==> src/design/wdtsa_pkg.sv <==
// Constants, register map and mode type of the sleep-aware watchdog.
// Assumes a 50 MHz system clock and a slow internal oscillator on a pin.
package wdtsa_pkg;
   // ****************************************
   // Register map (Wishbone byte addresses)
   // ****************************************
   localparam logic [3:0] ADR_CTRL = 4'h0;
   localparam logic [3:0] ADR_STAT = 4'h4;
   localparam int CTRL_SWEN_BIT = 0;
   localparam int CTRL_PS_LSB = 1;
   localparam int PS_W = 5;
   // 2^11 ms, the nominal two-second period
   localparam logic [4:0] PS_RESET = 5'h0B;
   // 2^18 ms, the nominal 256-second period
   localparam logic [4:0] PS_MAX = 5'h12;
   localparam logic SWEN_RESET = 1'b0;
   localparam int STAT_TO_BIT = 0;
   localparam int STAT_PD_BIT = 1;
   localparam int STAT_ACTIVE_BIT = 2;
   localparam int STAT_ASLEEP_BIT = 3;
   // ****************************************
   // Timing
   // ****************************************
   localparam int CLK_HZ = 50000000;
   localparam int LF_OSC_HZ = 31000;
   localparam int TICK_US = 1000;
   localparam int TICK_EDGES = (LF_OSC_HZ / 1000) * TICK_US / 1000;
   localparam int CNT_W = 19;
   // ****************************************
   // Modes
   // ****************************************
   typedef enum logic [1:0] {
      WDTSA_MODE_OFF = 2'b00,
      WDTSA_MODE_SW = 2'b01,
      WDTSA_MODE_AWAKE = 2'b10,
      WDTSA_MODE_ON = 2'b11
   } wdtsa_mode_t;
endpackage

==> src/design/wdtsa_sync2.sv <==
// Two-flop synchroniser for pin inputs.
// Assumes inputs may change at any time relative to clk_i.
`timescale 1ns/1ns
`default_nettype none
module wdtsa_sync2 #(
   parameter int WIDTH = 1
) (
   // Clock and reset
   input wire logic clk_i,
   input wire logic rst_i,
   // Data
   input wire logic [WIDTH-1:0] d_i,
   output logic [WIDTH-1:0] q_o
);
   logic [WIDTH-1:0] meta_ff;
   logic [WIDTH-1:0] sync_ff;

   if (WIDTH < 1) begin : g_bad_width
      $error("wdtsa_sync2: WIDTH must be at least 1");
   end

   always_ff @(posedge clk_i) begin
      if (rst_i) begin
         meta_ff <= '0;
         sync_ff <= '0;
      end else begin
         meta_ff <= d_i;
         sync_ff <= meta_ff;
      end
   end

   assign q_o = sync_ff;
endmodule
`default_nettype wire

==> src/design/wdtsa_tick.sv <==
// Nominal 1 ms tick from the synchronised slow oscillator.
// Assumes osc_i is already synchronised to clk_i.
`timescale 1ns/1ns
`default_nettype none
module wdtsa_tick #(
   parameter int EDGES = wdtsa_pkg::TICK_EDGES
) (
   // Clock and reset
   input wire logic clk_i,
   input wire logic rst_i,
   // Oscillator and control
   input wire logic osc_i,
   input wire logic clear_i,
   output logic tick_o
);
   logic osc_prev_ff;
   logic [7:0] edge_cnt_ff;
   logic tick_ff;
   logic osc_rise;

   if (EDGES < 3 || EDGES > 255) begin : g_bad_edges
      $error("wdtsa_tick: EDGES out of range");
   end

   assign osc_rise = osc_i & ~osc_prev_ff;

   // Divider restarts on every clear so a fresh period is a full one
   always_ff @(posedge clk_i) begin
      if (rst_i) begin
         osc_prev_ff <= 1'b0;
         edge_cnt_ff <= 8'h00;
         tick_ff <= 1'b0;
      end else begin
         osc_prev_ff <= osc_i;
         tick_ff <= 1'b0;
         if (clear_i) begin
            edge_cnt_ff <= 8'h00;
         end else if (osc_rise) begin
            if (edge_cnt_ff == 8'(EDGES - 1)) begin
               edge_cnt_ff <= 8'h00;
               tick_ff <= 1'b1;
            end else begin
               edge_cnt_ff <= edge_cnt_ff + 8'h01;
            end
         end
      end
   end

   assign tick_o = tick_ff;
endmodule
`default_nettype wire

==> src/design/wdtsa_top.sv <==
// Sleep-aware watchdog timer with a Wishbone register slave.
// Assumes the core drives sleep and clear strobes on clk_i; the slow
// oscillator, oscillator-fail and start-up-timer levels are asynchronous pins.
//
// The address map and the Wishbone interface to the registers were decided locally.
`timescale 1ns/1ns
`default_nettype none
// How it works
// - Counter runs on 1 ms slow-oscillator ticks
// - Mode 00 keeps the watchdog off
// - Mode 11 always active, even asleep
// - Mode 10 active awake, off asleep
// - Mode 01 follows software enable bit
// - Prescale selects 1 ms to 256 s
// - Prescale resets to two-second period
// - Listed events clear the counter
// - Counting in sleep only if enabled
// - Wake clears; start-up timer holds clear
// - Sleep timeout wakes, sets both flags
module wdtsa_top (
   // Clock and reset
   input wire logic clk_i,
   input wire logic rst_i,
   // Wishbone slave
   input wire logic wb_cyc_i,
   input wire logic wb_stb_i,
   input wire logic wb_we_i,
   input wire logic [3:0] wb_adr_i,
   input wire logic [3:0] wb_sel_i,
   input wire logic [31:0] wb_dat_i,
   output logic [31:0] wb_dat_o,
   output logic wb_ack_o,
   // Oscillator pins
   input wire logic low_freq_internal_osc_i,
   input wire logic osc_fail_i,
   input wire logic osc_startup_timer_i,
   // Core side
   input wire logic [1:0] watchdog_mode_field_i,
   input wire logic core_sleep_i,
   input wire logic clear_watchdog_instr_i,
   // Watchdog results
   output logic wdt_reset_o,
   output logic wdt_wake_o,
   output logic wdt_active_o,
   output logic timeout_status_flag_o,
   output logic powerdown_status_flag_o
);
   // ****************************************
   // Declarations
   // ****************************************
   localparam int CNT_W = wdtsa_pkg::CNT_W;
   localparam int PS_W = wdtsa_pkg::PS_W;

   wdtsa_pkg::wdtsa_mode_t mode;
   logic [2:0] pin_sync;
   logic osc_s;
   logic fail_s;
   logic ost_s;
   logic tick;
   logic soft_watchdog_enable_ff;
   logic [PS_W-1:0] timeout_prescale_select_ff;
   logic active_ff;
   logic nxt_active;
   logic sleep_prev_ff;
   logic sleep_edge;
   logic hold_clear;
   logic hit;
   logic [CNT_W-1:0] count_ff;
   logic [CNT_W-1:0] limit;
   logic reset_ff;
   logic wake_ff;
   logic to_ff;
   logic pd_ff;
   logic ack_ff;
   logic [31:0] dat_ff;
   logic bus_req;
   logic wr_commit;
   logic wr_ctrl;
   logic wr_stat;

   // Period of 2^ps ms, counted as a terminal value
   function automatic logic [CNT_W-1:0] period_lim(input logic [PS_W-1:0] ps);
      logic [CNT_W-1:0] one;
      one = CNT_W'(1);
      period_lim = (one << ps) - one;
   endfunction

   // Reserved prescale codes fall back to the longest period
   function automatic logic [PS_W-1:0] ps_clamp(input logic [PS_W-1:0] ps);
      ps_clamp = (ps > wdtsa_pkg::PS_MAX) ? wdtsa_pkg::PS_MAX : ps;
   endfunction

   // ****************************************
   // Pin inputs and time base
   // ****************************************
   wdtsa_sync2 #(
      .WIDTH(3)
   ) u_sync (
      .clk_i(clk_i),
      .rst_i(rst_i),
      .d_i({osc_startup_timer_i, osc_fail_i, low_freq_internal_osc_i}),
      .q_o(pin_sync)
   );

   assign osc_s = pin_sync[0];
   assign fail_s = pin_sync[1];
   assign ost_s = pin_sync[2];

   wdtsa_tick #(
      .EDGES(wdtsa_pkg::TICK_EDGES)
   ) u_tick (
      .clk_i(clk_i),
      .rst_i(rst_i),
      .osc_i(osc_s),
      .clear_i(hold_clear | hit),
      .tick_o(tick)
   );

   // ****************************************
   // Mode decode
   // ****************************************
   assign mode = wdtsa_pkg::wdtsa_mode_t'(watchdog_mode_field_i);

   always_comb begin
      nxt_active = 1'b0;
      unique case (mode)
         wdtsa_pkg::WDTSA_MODE_OFF: nxt_active = 1'b0;
         wdtsa_pkg::WDTSA_MODE_SW: nxt_active = soft_watchdog_enable_ff;
         wdtsa_pkg::WDTSA_MODE_AWAKE: nxt_active = ~core_sleep_i;
         wdtsa_pkg::WDTSA_MODE_ON: nxt_active = 1'b1;
      endcase
   end

   always_ff @(posedge clk_i) begin
      if (rst_i) begin
         active_ff <= 1'b0;
         sleep_prev_ff <= 1'b0;
      end else begin
         active_ff <= nxt_active;
         sleep_prev_ff <= core_sleep_i;
      end
   end

   // ****************************************
   // Counter
   // ****************************************
   // Both sleep entry and wake are edges of the same level
   assign sleep_edge = core_sleep_i ^ sleep_prev_ff;
   assign hold_clear = clear_watchdog_instr_i | sleep_edge | fail_s | ost_s | ~nxt_active;
   assign limit = period_lim(timeout_prescale_select_ff);
   // Compare by >= so a shorter period written mid-count still ends promptly
   assign hit = tick & active_ff & ~hold_clear & (count_ff >= limit);

   always_ff @(posedge clk_i) begin
      if (rst_i) begin
         count_ff <= '0;
      end else if (hold_clear | hit) begin
         count_ff <= '0;
      end else if (tick & active_ff) begin
         count_ff <= count_ff + CNT_W'(1);
      end
   end

   // ****************************************
   // Time-out outcome
   // ****************************************
   // Asleep the core is woken instead of reset
   always_ff @(posedge clk_i) begin
      if (rst_i) begin
         reset_ff <= 1'b0;
         wake_ff <= 1'b0;
      end else begin
         reset_ff <= hit & ~core_sleep_i;
         wake_ff <= hit & core_sleep_i;
      end
   end

   // Flags survive the watchdog reset pulse; only rst_i or software clears.
   // A time-out in the clearing cycle wins over the clear.
   always_ff @(posedge clk_i) begin
      if (rst_i) begin
         to_ff <= 1'b0;
         pd_ff <= 1'b0;
      end else begin
         if (hit) begin
            to_ff <= 1'b1;
         end else if (wr_stat && wb_dat_i[wdtsa_pkg::STAT_TO_BIT]) begin
            to_ff <= 1'b0;
         end
         if (hit && core_sleep_i) begin
            pd_ff <= 1'b1;
         end else if (wr_stat && wb_dat_i[wdtsa_pkg::STAT_PD_BIT]) begin
            pd_ff <= 1'b0;
         end
      end
   end

   // ****************************************
   // Wishbone slave
   // ****************************************
   // Ack one cycle after the request; writes land on the acked edge
   assign bus_req = wb_cyc_i & wb_stb_i;
   assign wr_commit = bus_req & ack_ff & wb_we_i & wb_sel_i[0];
   assign wr_ctrl = wr_commit & (wb_adr_i == wdtsa_pkg::ADR_CTRL);
   assign wr_stat = wr_commit & (wb_adr_i == wdtsa_pkg::ADR_STAT);

   always_ff @(posedge clk_i) begin
      if (rst_i) begin
         ack_ff <= 1'b0;
         dat_ff <= 32'h00000000;
      end else begin
         ack_ff <= bus_req & ~ack_ff;
         if (bus_req && !ack_ff) begin
            unique case (wb_adr_i)
               wdtsa_pkg::ADR_CTRL: dat_ff <= {26'h0000000, timeout_prescale_select_ff,
                                               soft_watchdog_enable_ff};
               wdtsa_pkg::ADR_STAT: dat_ff <= {28'h0000000, core_sleep_i, active_ff,
                                               pd_ff, to_ff};
               default: dat_ff <= 32'h00000000;
            endcase
         end
      end
   end

   always_ff @(posedge clk_i) begin
      if (rst_i) begin
         soft_watchdog_enable_ff <= wdtsa_pkg::SWEN_RESET;
         timeout_prescale_select_ff <= wdtsa_pkg::PS_RESET;
      end else if (wr_ctrl) begin
         soft_watchdog_enable_ff <= wb_dat_i[wdtsa_pkg::CTRL_SWEN_BIT];
         timeout_prescale_select_ff <=
            ps_clamp(wb_dat_i[wdtsa_pkg::CTRL_PS_LSB +: PS_W]);
      end
   end

   // ****************************************
   // Outputs
   // ****************************************
   assign wb_ack_o = ack_ff;
   assign wb_dat_o = dat_ff;
   assign wdt_reset_o = reset_ff;
   assign wdt_wake_o = wake_ff;
   assign wdt_active_o = active_ff;
   assign timeout_status_flag_o = to_ff;
   assign powerdown_status_flag_o = pd_ff;
endmodule
`default_nettype wire

==> config.mk <==
export PLATFORM = sky130hd
export DESIGN_NAME = wdtsa_top
export DESIGN_NICKNAME = d
export VERILOG_FILES = /design/src/design/wdtsa_pkg.sv /design/src/design/wdtsa_sync2.sv /design/src/design/wdtsa_tick.sv /design/src/design/wdtsa_top.sv
export SDC_FILE = /design/constraint.sdc
export NUM_CORES = 1
export LEC_CHECK = 0
export BUFFER_PORTS_ARGS = -buffer_cell sky130_fd_sc_hd__buf_2
export CORE_ASPECT_RATIO = 1.1
export CORE_MARGIN = 2
export CORE_UTILIZATION = 40
export DETAILED_ROUTE_END_ITERATION = 10
export PLACE_DENSITY = 0.61
export RECOVER_POWER = 100
export SYNTH_ARGS = -nofsm -noshare
export SYNTH_HDL_FRONTEND = slang
export SYNTH_SLANG_ARGS = --single-unit
==> constraint.sdc <==
create_clock -name clk_i -period 10.4 [get_ports clk_i]
set_clock_uncertainty 0.1 [all_clocks]
set_input_delay 1.04 -clock clk_i [delete_from_list [all_inputs] [get_ports clk_i]]
set_output_delay 1.04 -clock clk_i [all_outputs]
set_load 0.01 [all_outputs]
# Yosys cells after proc, flatten, opt, wreduce, memory -nomap -nowiden
# Index checks and enable logic that the tools add are counted.
# op_classes
addsub,3
n_lt_le_gt_ge,2
n_eq_ne,5
shift,1
n_mux,9
n_bitwise,25
reduce_logical,11
# op_table
operator,count
$add 19x1->19 const B,1
$ge 19x19->1,1
$shl 1x5->19 const A,1
$sub 19x1->19 const B,1
$and 1x1->1,13
$pmux 6 s2,1
$add 8x1->8 const B,1
$eq 8x5->1 const B,1
$mux 8,1
$not 1->1,6
$gt 5x5->1 const B,1
$mux 1,5
$mux 5,1
$or 1x1->1,5
$eq 2x2->1 const B,2
$eq 4x3->1 const B,1
$logic_and 1x1->1,4
$logic_not 4->1,1
$pmux 1 s4,1
$reduce_bool 2->1,2
$reduce_or 3->1,1
$eq 2x1->1 const B,1
$logic_not 2->1,1
$reduce_or 2->1,1
other kinds (2),2
# totals
reg_bits,80
in_bits,52
output_inout_bits,38
word_cells,72

# Longest topological paths before layout
# Gate-level depths: netlist of the first run.
# depth
depth_word,10
ltp_mapped,17
ltp_nobuf,15

# Cells and area by module
# From an unflattened synthesis of the first run, not the netlist that was laid out.
# hier_totals
cells_unflattened,396
hier_area_um2,3326.9
# modules_own_cells
module,n_inst,cells_per_inst,area_each_um2
wdtsa_top,1,327,2658.8
wdtsa_tick,1,57,510.5
wdtsa_sync2,1,12,157.7

# Least setup slack after synthesis of the first run
# No wires, ideal clock.
# synth_path
path_kind,register -> register
startpoint,register timeout_prescale_select_ff[3]
endpoint,register count_ff[10]
arrival_time_ns,3.232
required_ns,10.167
slack_ns,6.935
stages_incl_launch_ff,16
synth_period_minus_slack_ns,3.465
path_cell_list,dfxtp_1 > clkbuf_1 > clkbuf_1 > nor3_1 > nand3_1 > ha_1 > clkbuf_1 > nand2_1 > o21ai_0 > a22oi_1 > ha_1 > nand4_1 > o311a_1 > o311ai_1 > clkbuf_1 > a211oi_1
# synth_between
elab_chain_cells,6
# synth_lines
item,line,rtl
from (decl),wdtsa_top.sv:61,logic [PS_W-1:0] timeout_prescale_select_ff;
from (signal assigned),wdtsa_top.sv:228,timeout_prescale_select_ff <= wdtsa_pkg::PS_RESET;
from (signal assigned),wdtsa_top.sv:231,timeout_prescale_select_ff <=
$shl 1x5->19,wdtsa_top.sv:85,period_lim = (one << ps) - one;
$sub 19x1->19,wdtsa_top.sv:85,
$ge 19x19->1,wdtsa_top.sv:152,assign hit = tick & active_ff & ~hold_clear & (count_ff >= limit);
$and 1x1->1,wdtsa_top.sv:152,
$or 1x1->1,wdtsa_top.sv:157,end else if (hold_clear | hit) begin
$reduce_or 2->1 (no source line),n/a,
to (signal assigned),wdtsa_top.sv:160,count_ff <= count_ff + CNT_W'(1);
to (decl),wdtsa_top.sv:68,logic [CNT_W-1:0] count_ff;
# Every way passes these cells.
# A chain may end at the register's enable or synchronous reset.

# Worst setup path after layout of the first run
# layout_path
startpoint,register timeout_prescale_select_ff[2]
endpoint,register count_ff[6]
# The elaborated chain is that of the path after synthesis.

==> impl_metrics.env, run 1 <==
export IMPL_slew_headroom_pct=4.03
export IMPL_ys_flop_type="dfxtp_1"
export IMPL_setup_violations=0
export IMPL_cts_sinks=54
export IMPL_synthCells=389
export IMPL_final_nets=484
export IMPL_drtIter0Drc=128
export IMPL_drt_wl_total_mm=7.05
export IMPL_vias=2730
export IMPL_crit_start="timeout_prescale_select_ff[2]"
export IMPL_n_antenna_cell=0
export IMPL_hold_path_class="reg2reg"
export IMPL_synth_edf_count=0
export IMPL_r2r_setup_slack_ns=5.37
export IMPL_cp_endpoint="count_ff[6]"
export IMPL_p_comb_share_pct=5.4
export IMPL_status="finished, final reports clean"
export IMPL_ant_nets=0
export IMPL_design_portCount=90
export IMPL_synth_area_per_cell_sq_um=8.63
export IMPL_rows=35
export IMPL_grtUsageMet2_pct=26.3
export IMPL_drt_first_pass_iters=5
export IMPL_arrival_ns=5.07
export IMPL_ir_drop_v=0.0000651
export IMPL_max_clock_freq_ghz=0.199
export IMPL_yosysWarnings=0
export IMPL_synthTopCellsByArea="dfxtp_1 (32%), ha_1 (8.6%), a211oi_1 (5.8%)"
export IMPL_use_met3_pct=2.18
export IMPL_start_util_pct=40.6
export IMPL_grtUsageMet1_pct=21.1
export IMPL_synth_cell_types=53
export IMPL_crit_path_end_kind="register"
export IMPL_syn_area_sq_um=3360
export IMPL_worstPathRequired_ns=10.44
export IMPL_io_buffers=34
export IMPL_drc=0
export IMPL_placed_area_sq_um=3500
export IMPL_stdcell_area_sq_um=3550
export IMPL_p_int_mw=0.289
export IMPL_seq_power_share_pct=55.7
export IMPL_cp_max_fo=31
export IMPL_fin_crit_sh_pct=48.3
export IMPL_clkLatencyLatePin_ns=0.31
export IMPL_dieArea_sq_um=9150
export IMPL_synthMostInstantiatedCell="dfxtp_1"
export IMPL_cts_buffers=5
export IMPL_synth_top_area_share_pct=32.2
export IMPL_netSwitchingPower_mw=0.0880
export IMPL_p_clk_share_pct=38.9
export IMPL_clockBufferDepth=2
export IMPL_cts_tree="yes"
export IMPL_maxSlewViolCount=0
export IMPL_grt_busiest_layer="met2"
export IMPL_leakage_nw=1.34
export IMPL_via_per_inst=5.24
export IMPL_synth_commonest_cells="dfxtp_1 (54), nand2_1 (34), a211oi_1 (26), buf_4 (26)"
export IMPL_grt_pass1_vias=2553
export IMPL_finalCriticalPeriod_ns=5.03
export IMPL_grt_use_total_pct=15.7
export IMPL_die_width_um=91.4
export IMPL_timing_rr_end="count_ff[6]"
export IMPL_finalHoldViolations=0
export IMPL_clk_pin_slew_ns=0.10
export IMPL_dp_hpwl_mm=5.12
export IMPL_grt_max_degree=33
export IMPL_max_cap_viol_count=0
export IMPL_rr_worst_depth=14
export IMPL_r2r_start="timeout_prescale_select_ff[2]"
export IMPL_synth_top_cell_by_area="dfxtp_1"
export IMPL_syn_to_final_growth_pct=5.59
export IMPL_yosys_register_bits=54
export IMPL_worst_hold_slack_ns=0.346
export IMPL_drive_above_1_share_pct=10.5
export IMPL_ctsResizeCount=0
export IMPL_core_area_sq_um=8280
export IMPL_worst_pin_slew_ns=1.44
export IMPL_critical_path_class="reg2reg"
export IMPL_synthArstFlopShare_pct=0
export IMPL_cts_htree_levels=2
export IMPL_power_density_nw_per_um2=106
export IMPL_detail_route_wl_per_cell_um=13.5
export IMPL_cts_hold_buf=0
export IMPL_place_gp_congestion=0.807
export IMPL_cts_setup_buffers=0
export IMPL_hold_start="u_sync.meta_ff[2]"
export IMPL_grt_pass1_wl_mm=11.9
export IMPL_die_height_um=100
export IMPL_total_power_mw=0.377
export IMPL_rsz0062_at_grt="false"
export IMPL_final_core_util_pct=42.8
export IMPL_grt_ovfl_total=0
export IMPL_root_buffer="clkbuf_8"
export IMPL_swShare_pct=23.4
export IMPL_yosysSeqAreaShare_pct=32.2
export IMPL_fin_tns_setup_ns=0
export IMPL_antenna_found_initial=0
export IMPL_critPathLaunchType="register"
critical path, cell delays in order, from the launching register on:
cell and delay [ns]:
dfxtp_1 0.49, or2_2 0.40, nor2_1 0.21, nand2_1 0.13
ha_1 0.39, nor2_1 0.30, nand2_1 0.11, o21ai_0 0.17
a22oi_1 0.11, ha_1 0.34, nand4_1 0.08, o311a_1 0.38
o311ai_0 0.33, clkbuf_1 1.09, a211oi_1 0.20
final cells by class:
class | count | area, sq um
timing repair buffer | 36 | 164
clock inverter | 3 | 47.5
clock buffer | 5 | 68.8
sequential | 54 | 1080
fill | 844 | 4730
tap | 111 | 139
inverter | 4 | 15.0
multi-input combinational | 308 | 2030
power by group through the flow:
| stage | combinational, mW | clock, mW | sequential [mW] |
|---|---|---|---|
| final | 0.0203 | 0.147 | 0.210 |
| after global routing | 0.0229 | 0.160 | 0.210 |
| after CTS | 0.0210 | 0.152 | 0.210 |
| after detailed placement | 0.0210 | 0 | 0.215 |
| after global placement | 0.0207 | 0 | 0.215 |
| after floorplan | 0.0207 | 0 | 0.214 |
state kept, by name (all words and copies together), names as in the netlist, 3 cells and up:
signal,cells
u_sync.meta_ff,3
u_sync.q_o,3
count_ff,19
timeout_prescale_select_ff,5
u_tick.edge_cnt_ff,8
wb_dat_o,6
per-stage QoR:
stage,setup WS [ns],cells
final,5.37,521
after global routing,4.77,521
after CTS,6.26,521
after detailed placement,6.28,513
after global placement,6.30,513
after floorplan,6.94,414
cells by family after synthesis:
logic type / Yosys count / share of synthesized area, %
AO/OA/AOI/OAI: 90 / 19.3
flip-flops: 54 / 32.2
AND/OR/NAND/NOR: 138 / 22.4
adder cells (fa/ha/maj): 23 / 8.57
XOR/XNOR: 27 / 7.04
buffers and inverters: 52 / 9.05
multiplexers: 4 / 1.30
other: 1 / 0.112
cell usage in the layout, fill, tap and decap left out, drive strengths merged, types with 17 or more instances in the layout:
master / n
xor2: 17
conb: 26
ha: 23
dfxtp: 54
nand2: 34
a211oi: 33
nor2: 23
a21oi: 18
clkbuf: 20
nand3: 17
buf: 21
per-layer routing:
layer | wire length (um) | vias to the layer above
met5 | 0 | -
li1 | - | 1401
met1 | 3340 | 1283
met4 | 87 | 0
met2 | 3480 | 39
met3 | 148 | 7
how the worst min path moves through the flow:
| stage | end | cells after the start |
|---|---|---|
| after floorplan | u_sync.q_o[0] | 1 |
| after global placement | u_sync.q_o[1] | 1 |
| after detailed placement | u_sync.q_o[0] | 1 |
| after CTS | u_sync.q_o[2] | 1 |
| after global routing | u_sync.q_o[2] | 1 |
| final | u_sync.q_o[2] | 1 |
No activity file was read; power rests on OpenSTA's default activity.
==> run 2, diff against run 1 <==
- ABC_AREA: unset -> 1
- PLACE_DENSITY: 0.61 -> 0.62
- clock period: 10.4 -> 5.1 ns (I/O delays scaled with it)
==> run 2 against run 1 <==
Effect of this change: global-route usage is 0.45 points lower; register-to-register slack worse by 4.3 ns; final area is 0.56% higher; final cell count is 16% higher; die area is 0.97% lower; sequential share of layout area is 0.17 points lower; critical endpoint is now count_ff[16].
==> impl_metrics.env, run 2 <==
export IMPL_cts_sinks=54
export IMPL_leakage_nw=1.56
export IMPL_via_per_inst=4.55
export IMPL_grt_max_degree=24
export IMPL_timing_rr_end="count_ff[16]"
export IMPL_syn_area_sq_um=3320
export IMPL_drc=0
export IMPL_synth_simple_area_share_pct=29.5
export IMPL_synthCells=460
export IMPL_final_core_util_pct=44.6
export IMPL_crit_family="simple AND/OR/NAND/NOR gates"
export IMPL_arrival_ns=4.10
export IMPL_rsz0062_at_grt="false"
export IMPL_power_density_nw_per_um2=203
export IMPL_worst_hold_slack_ns=0.289
export IMPL_seq_power_share_pct=58.9
export IMPL_rows=34
export IMPL_dieArea_sq_um=9060
export IMPL_clkLatencyLatePin_ns=0.31
export IMPL_place_gp_congestion=0.822
export IMPL_clk_pin_slew_ns=0.10
export IMPL_core_area_sq_um=8000
export IMPL_die_width_um=90.9
export IMPL_grt_use_total_pct=15.3
export IMPL_ys_flop_type="dfxtp_1"
export IMPL_drive_above_1_share_pct=9.90
export IMPL_final_nets=569
export IMPL_synth_commonest_cells="nand2_1 (81), nor2_1 (68), inv_1 (62)"
export IMPL_cp_max_fo=23
export IMPL_finalCriticalPeriod_ns=4.02
export IMPL_rr_worst_depth=20
export IMPL_path_cells="inv_1 > nand2_2 > nor2_1 > nand2_1 > ha_1 > nand3_4 > nor2_1 > nand2_4 > o21ai_0 > nand2_1 > ha_1 > nand2_1 > nor2_1 > nand2_1 > nor2_1 > nand3_1 > nand3_1 > nand2_1 > nand2_1 > nor2_1"
export IMPL_ctsResizeCount=0
export IMPL_drtIter0Drc=127
export IMPL_synth_top_family_by_area="simple AND/OR/NAND/NOR gates"
export IMPL_worst_pin_slew_ns=0.946
export IMPL_detail_route_wl_per_cell_um=10.6
export IMPL_ant_nets=0
export IMPL_worstPathRequired_ns=5.18
export IMPL_stdcell_area_sq_um=3570
export IMPL_synth_compound_area_share_pct=7.19
export IMPL_fin_crit_sh_pct=78.8
export IMPL_crit_path_end_kind="register"
export IMPL_synth_edf_count=0
export IMPL_largest_register="count_ff"
export IMPL_r2r_start="timeout_prescale_select_ff[0]"
export IMPL_finalHoldViolations=0
export IMPL_synthMuxAreaShare_pct=0.339
export IMPL_critPathSlowestCell="nand2_1"
export IMPL_critPathLaunchType="register"
export IMPL_p_int_mw=0.549
export IMPL_holdPathEnd="u_sync.meta_ff[1]"
export IMPL_yosysSeqAreaShare_pct=32.5
export IMPL_cts_buffers=5
export IMPL_io_buffers=34
export IMPL_p_comb_share_pct=5.2
export IMPL_layout_commonest_cell="nand2_1"
export IMPL_placed_area_sq_um=3500
export IMPL_path_common_cell="nand2_1"
export IMPL_synthArstFlopShare_pct=0
export IMPL_grt_pass1_wl_mm=11.5
export IMPL_synthMostInstantiatedCell="nand2_1"
export IMPL_grt_pass1_vias=2706
export IMPL_critPathBufInv=1
export IMPL_p_clk_share_pct=35.9
export IMPL_cts_tree="yes"
export IMPL_synth_area_per_cell_sq_um=7.23
export IMPL_drt_first_pass_iters=4
export IMPL_grt_ovfl_total=0
export IMPL_hold_start="osc_fail_i"
export IMPL_cts_setup_buffers=0
export IMPL_most_common_layout_cells="nand2_1 (81), nor2_1 (70), inv_1 (64), dfxtp_1 (54)"
export IMPL_setup_slack_ns=1.08
export IMPL_min_path_cells=3
export IMPL_antenna_found_initial=0
export IMPL_slew_headroom_pct=36.9
export IMPL_cts_hold_buf=0
export IMPL_synth_top_area_share_pct=32.5
export IMPL_synth_top_cell_by_area="dfxtp_1"
export IMPL_nFillCells=901
export IMPL_die_height_um=99.6
export IMPL_critical_path_class="reg2reg"
export IMPL_synthTopCellsByArea="dfxtp_1 (33%), nand2_1 (9.1%), ha_1 (8.7%)"
export IMPL_r2r_setup_slack_ns=1.08
export IMPL_start_util_pct=41.6
export IMPL_max_cap_viol_count=0
export IMPL_setup_violations=0
export IMPL_n_antenna_cell=0
export IMPL_design_portCount=90
export IMPL_synthAdderAreaFrac_pct=8.66
export IMPL_largest_register_ffs=19
export IMPL_ir_drop_v=0.000150
export IMPL_synth_cell_types=41
export IMPL_vias=2743
export IMPL_netSwitchingPower_mw=0.176
export IMPL_yosys_register_bits=54
export IMPL_syn_to_final_growth_pct=7.26
export IMPL_yosysWarnings=0
export IMPL_drt_wl_total_mm=6.40
export IMPL_cts_htree_levels=2
export IMPL_status="finished, final reports clean"
export IMPL_max_clock_freq_ghz=0.249
export IMPL_hold_path_class="in2reg"
export IMPL_dp_hpwl_mm=5.16
export IMPL_fin_tns_setup_ns=0
export IMPL_max_stage_delay_ns=0.64
export IMPL_clockBufferDepth=2
export IMPL_swShare_pct=24.3
export IMPL_dp_slack_ns=1.38
export IMPL_root_buffer="clkbuf_8"
export IMPL_synthXorXnorAreaFrac_pct=7.38
export IMPL_maxSlewViolCount=0
run 2: cell count changes after synthesis, sizes merged, moves of 8 or more:
cell    before  now
inv          4   67
nor2        23   77
nand2       34   85
a211oi      33    1
nor2b       14    0
clkbuf      13    3
nand3       17   27
nand4       14    6
run 2: tightest hold or removal path: cells and delay by family:
kind / cells / cell delay (ns)
buffers and inverters: 2 / 0.13
and+or+nand+nor: 1 / 0.03
run 2: worst max path at each step:
stage	start	to	slack, ns	depth (start not counted)
3_5_place_dp	timeout_prescale_select_ff[1]	count_ff[16]	1.38	17
2_1_floorplan	timeout_prescale_select_ff[4]	count_ff[18]	2.28	21
6_report	timeout_prescale_select_ff[0]	count_ff[16]	1.08	20
4_1_cts	timeout_prescale_select_ff[1]	count_ff[11]	1.33	17
3_3_place_gp	timeout_prescale_select_ff[0]	count_ff[18]	1.44	20
5_1_grt	timeout_prescale_select_ff[0]	count_ff[16]	0.45	20
run 2: area by class of cell:
class	count	area, sq um	area share [%]
clock inverters	2	16.3	0.456
flip-flops and latches	54	1080	30.3
multi-input cells	331	1840	51.6
repair buffers	34	154	4.32
inverters	68	255	7.16
well taps	108	135	3.79
clock buffers	6	82.6	2.32
run 2: cell families after synthesis:
kind of cell | count (synthesis)
fa+ha+maj | 23
simple gates | 212
mux | 1
compound gates | 41
xor+xnor | 28
buf+inv | 100
other cells | 1
flops | 54
run 2: power groups by stage:
stage | clock (mW) | combinational [mW] | sequential (mW)
after floorplan | 0 | 0.0386 | 0.437
after detailed placement | 0 | 0.0378 | 0.437
after global placement | 0 | 0.0376 | 0.437
after global routing | 0.288 | 0.0434 | 0.428
final | 0.260 | 0.0374 | 0.427
after CTS | 0.272 | 0.0379 | 0.427
run 2: per-stage QoR:
step	power, mW	instances
final	0.725	603
after global placement	0.474	595
after CTS	0.737	603
after global routing	0.760	603
after floorplan	0.476	485
after detailed placement	0.475	595
run 2: routing by layer:
metal	GRT usage (%)	share of wire (%)	up-vias
met5	0	0	-
met4	4.66	1.0	0
met3	3.03	3.3	5
met2	27.0	48	36
met1	18.8	47	1240
li1	-	-	1462
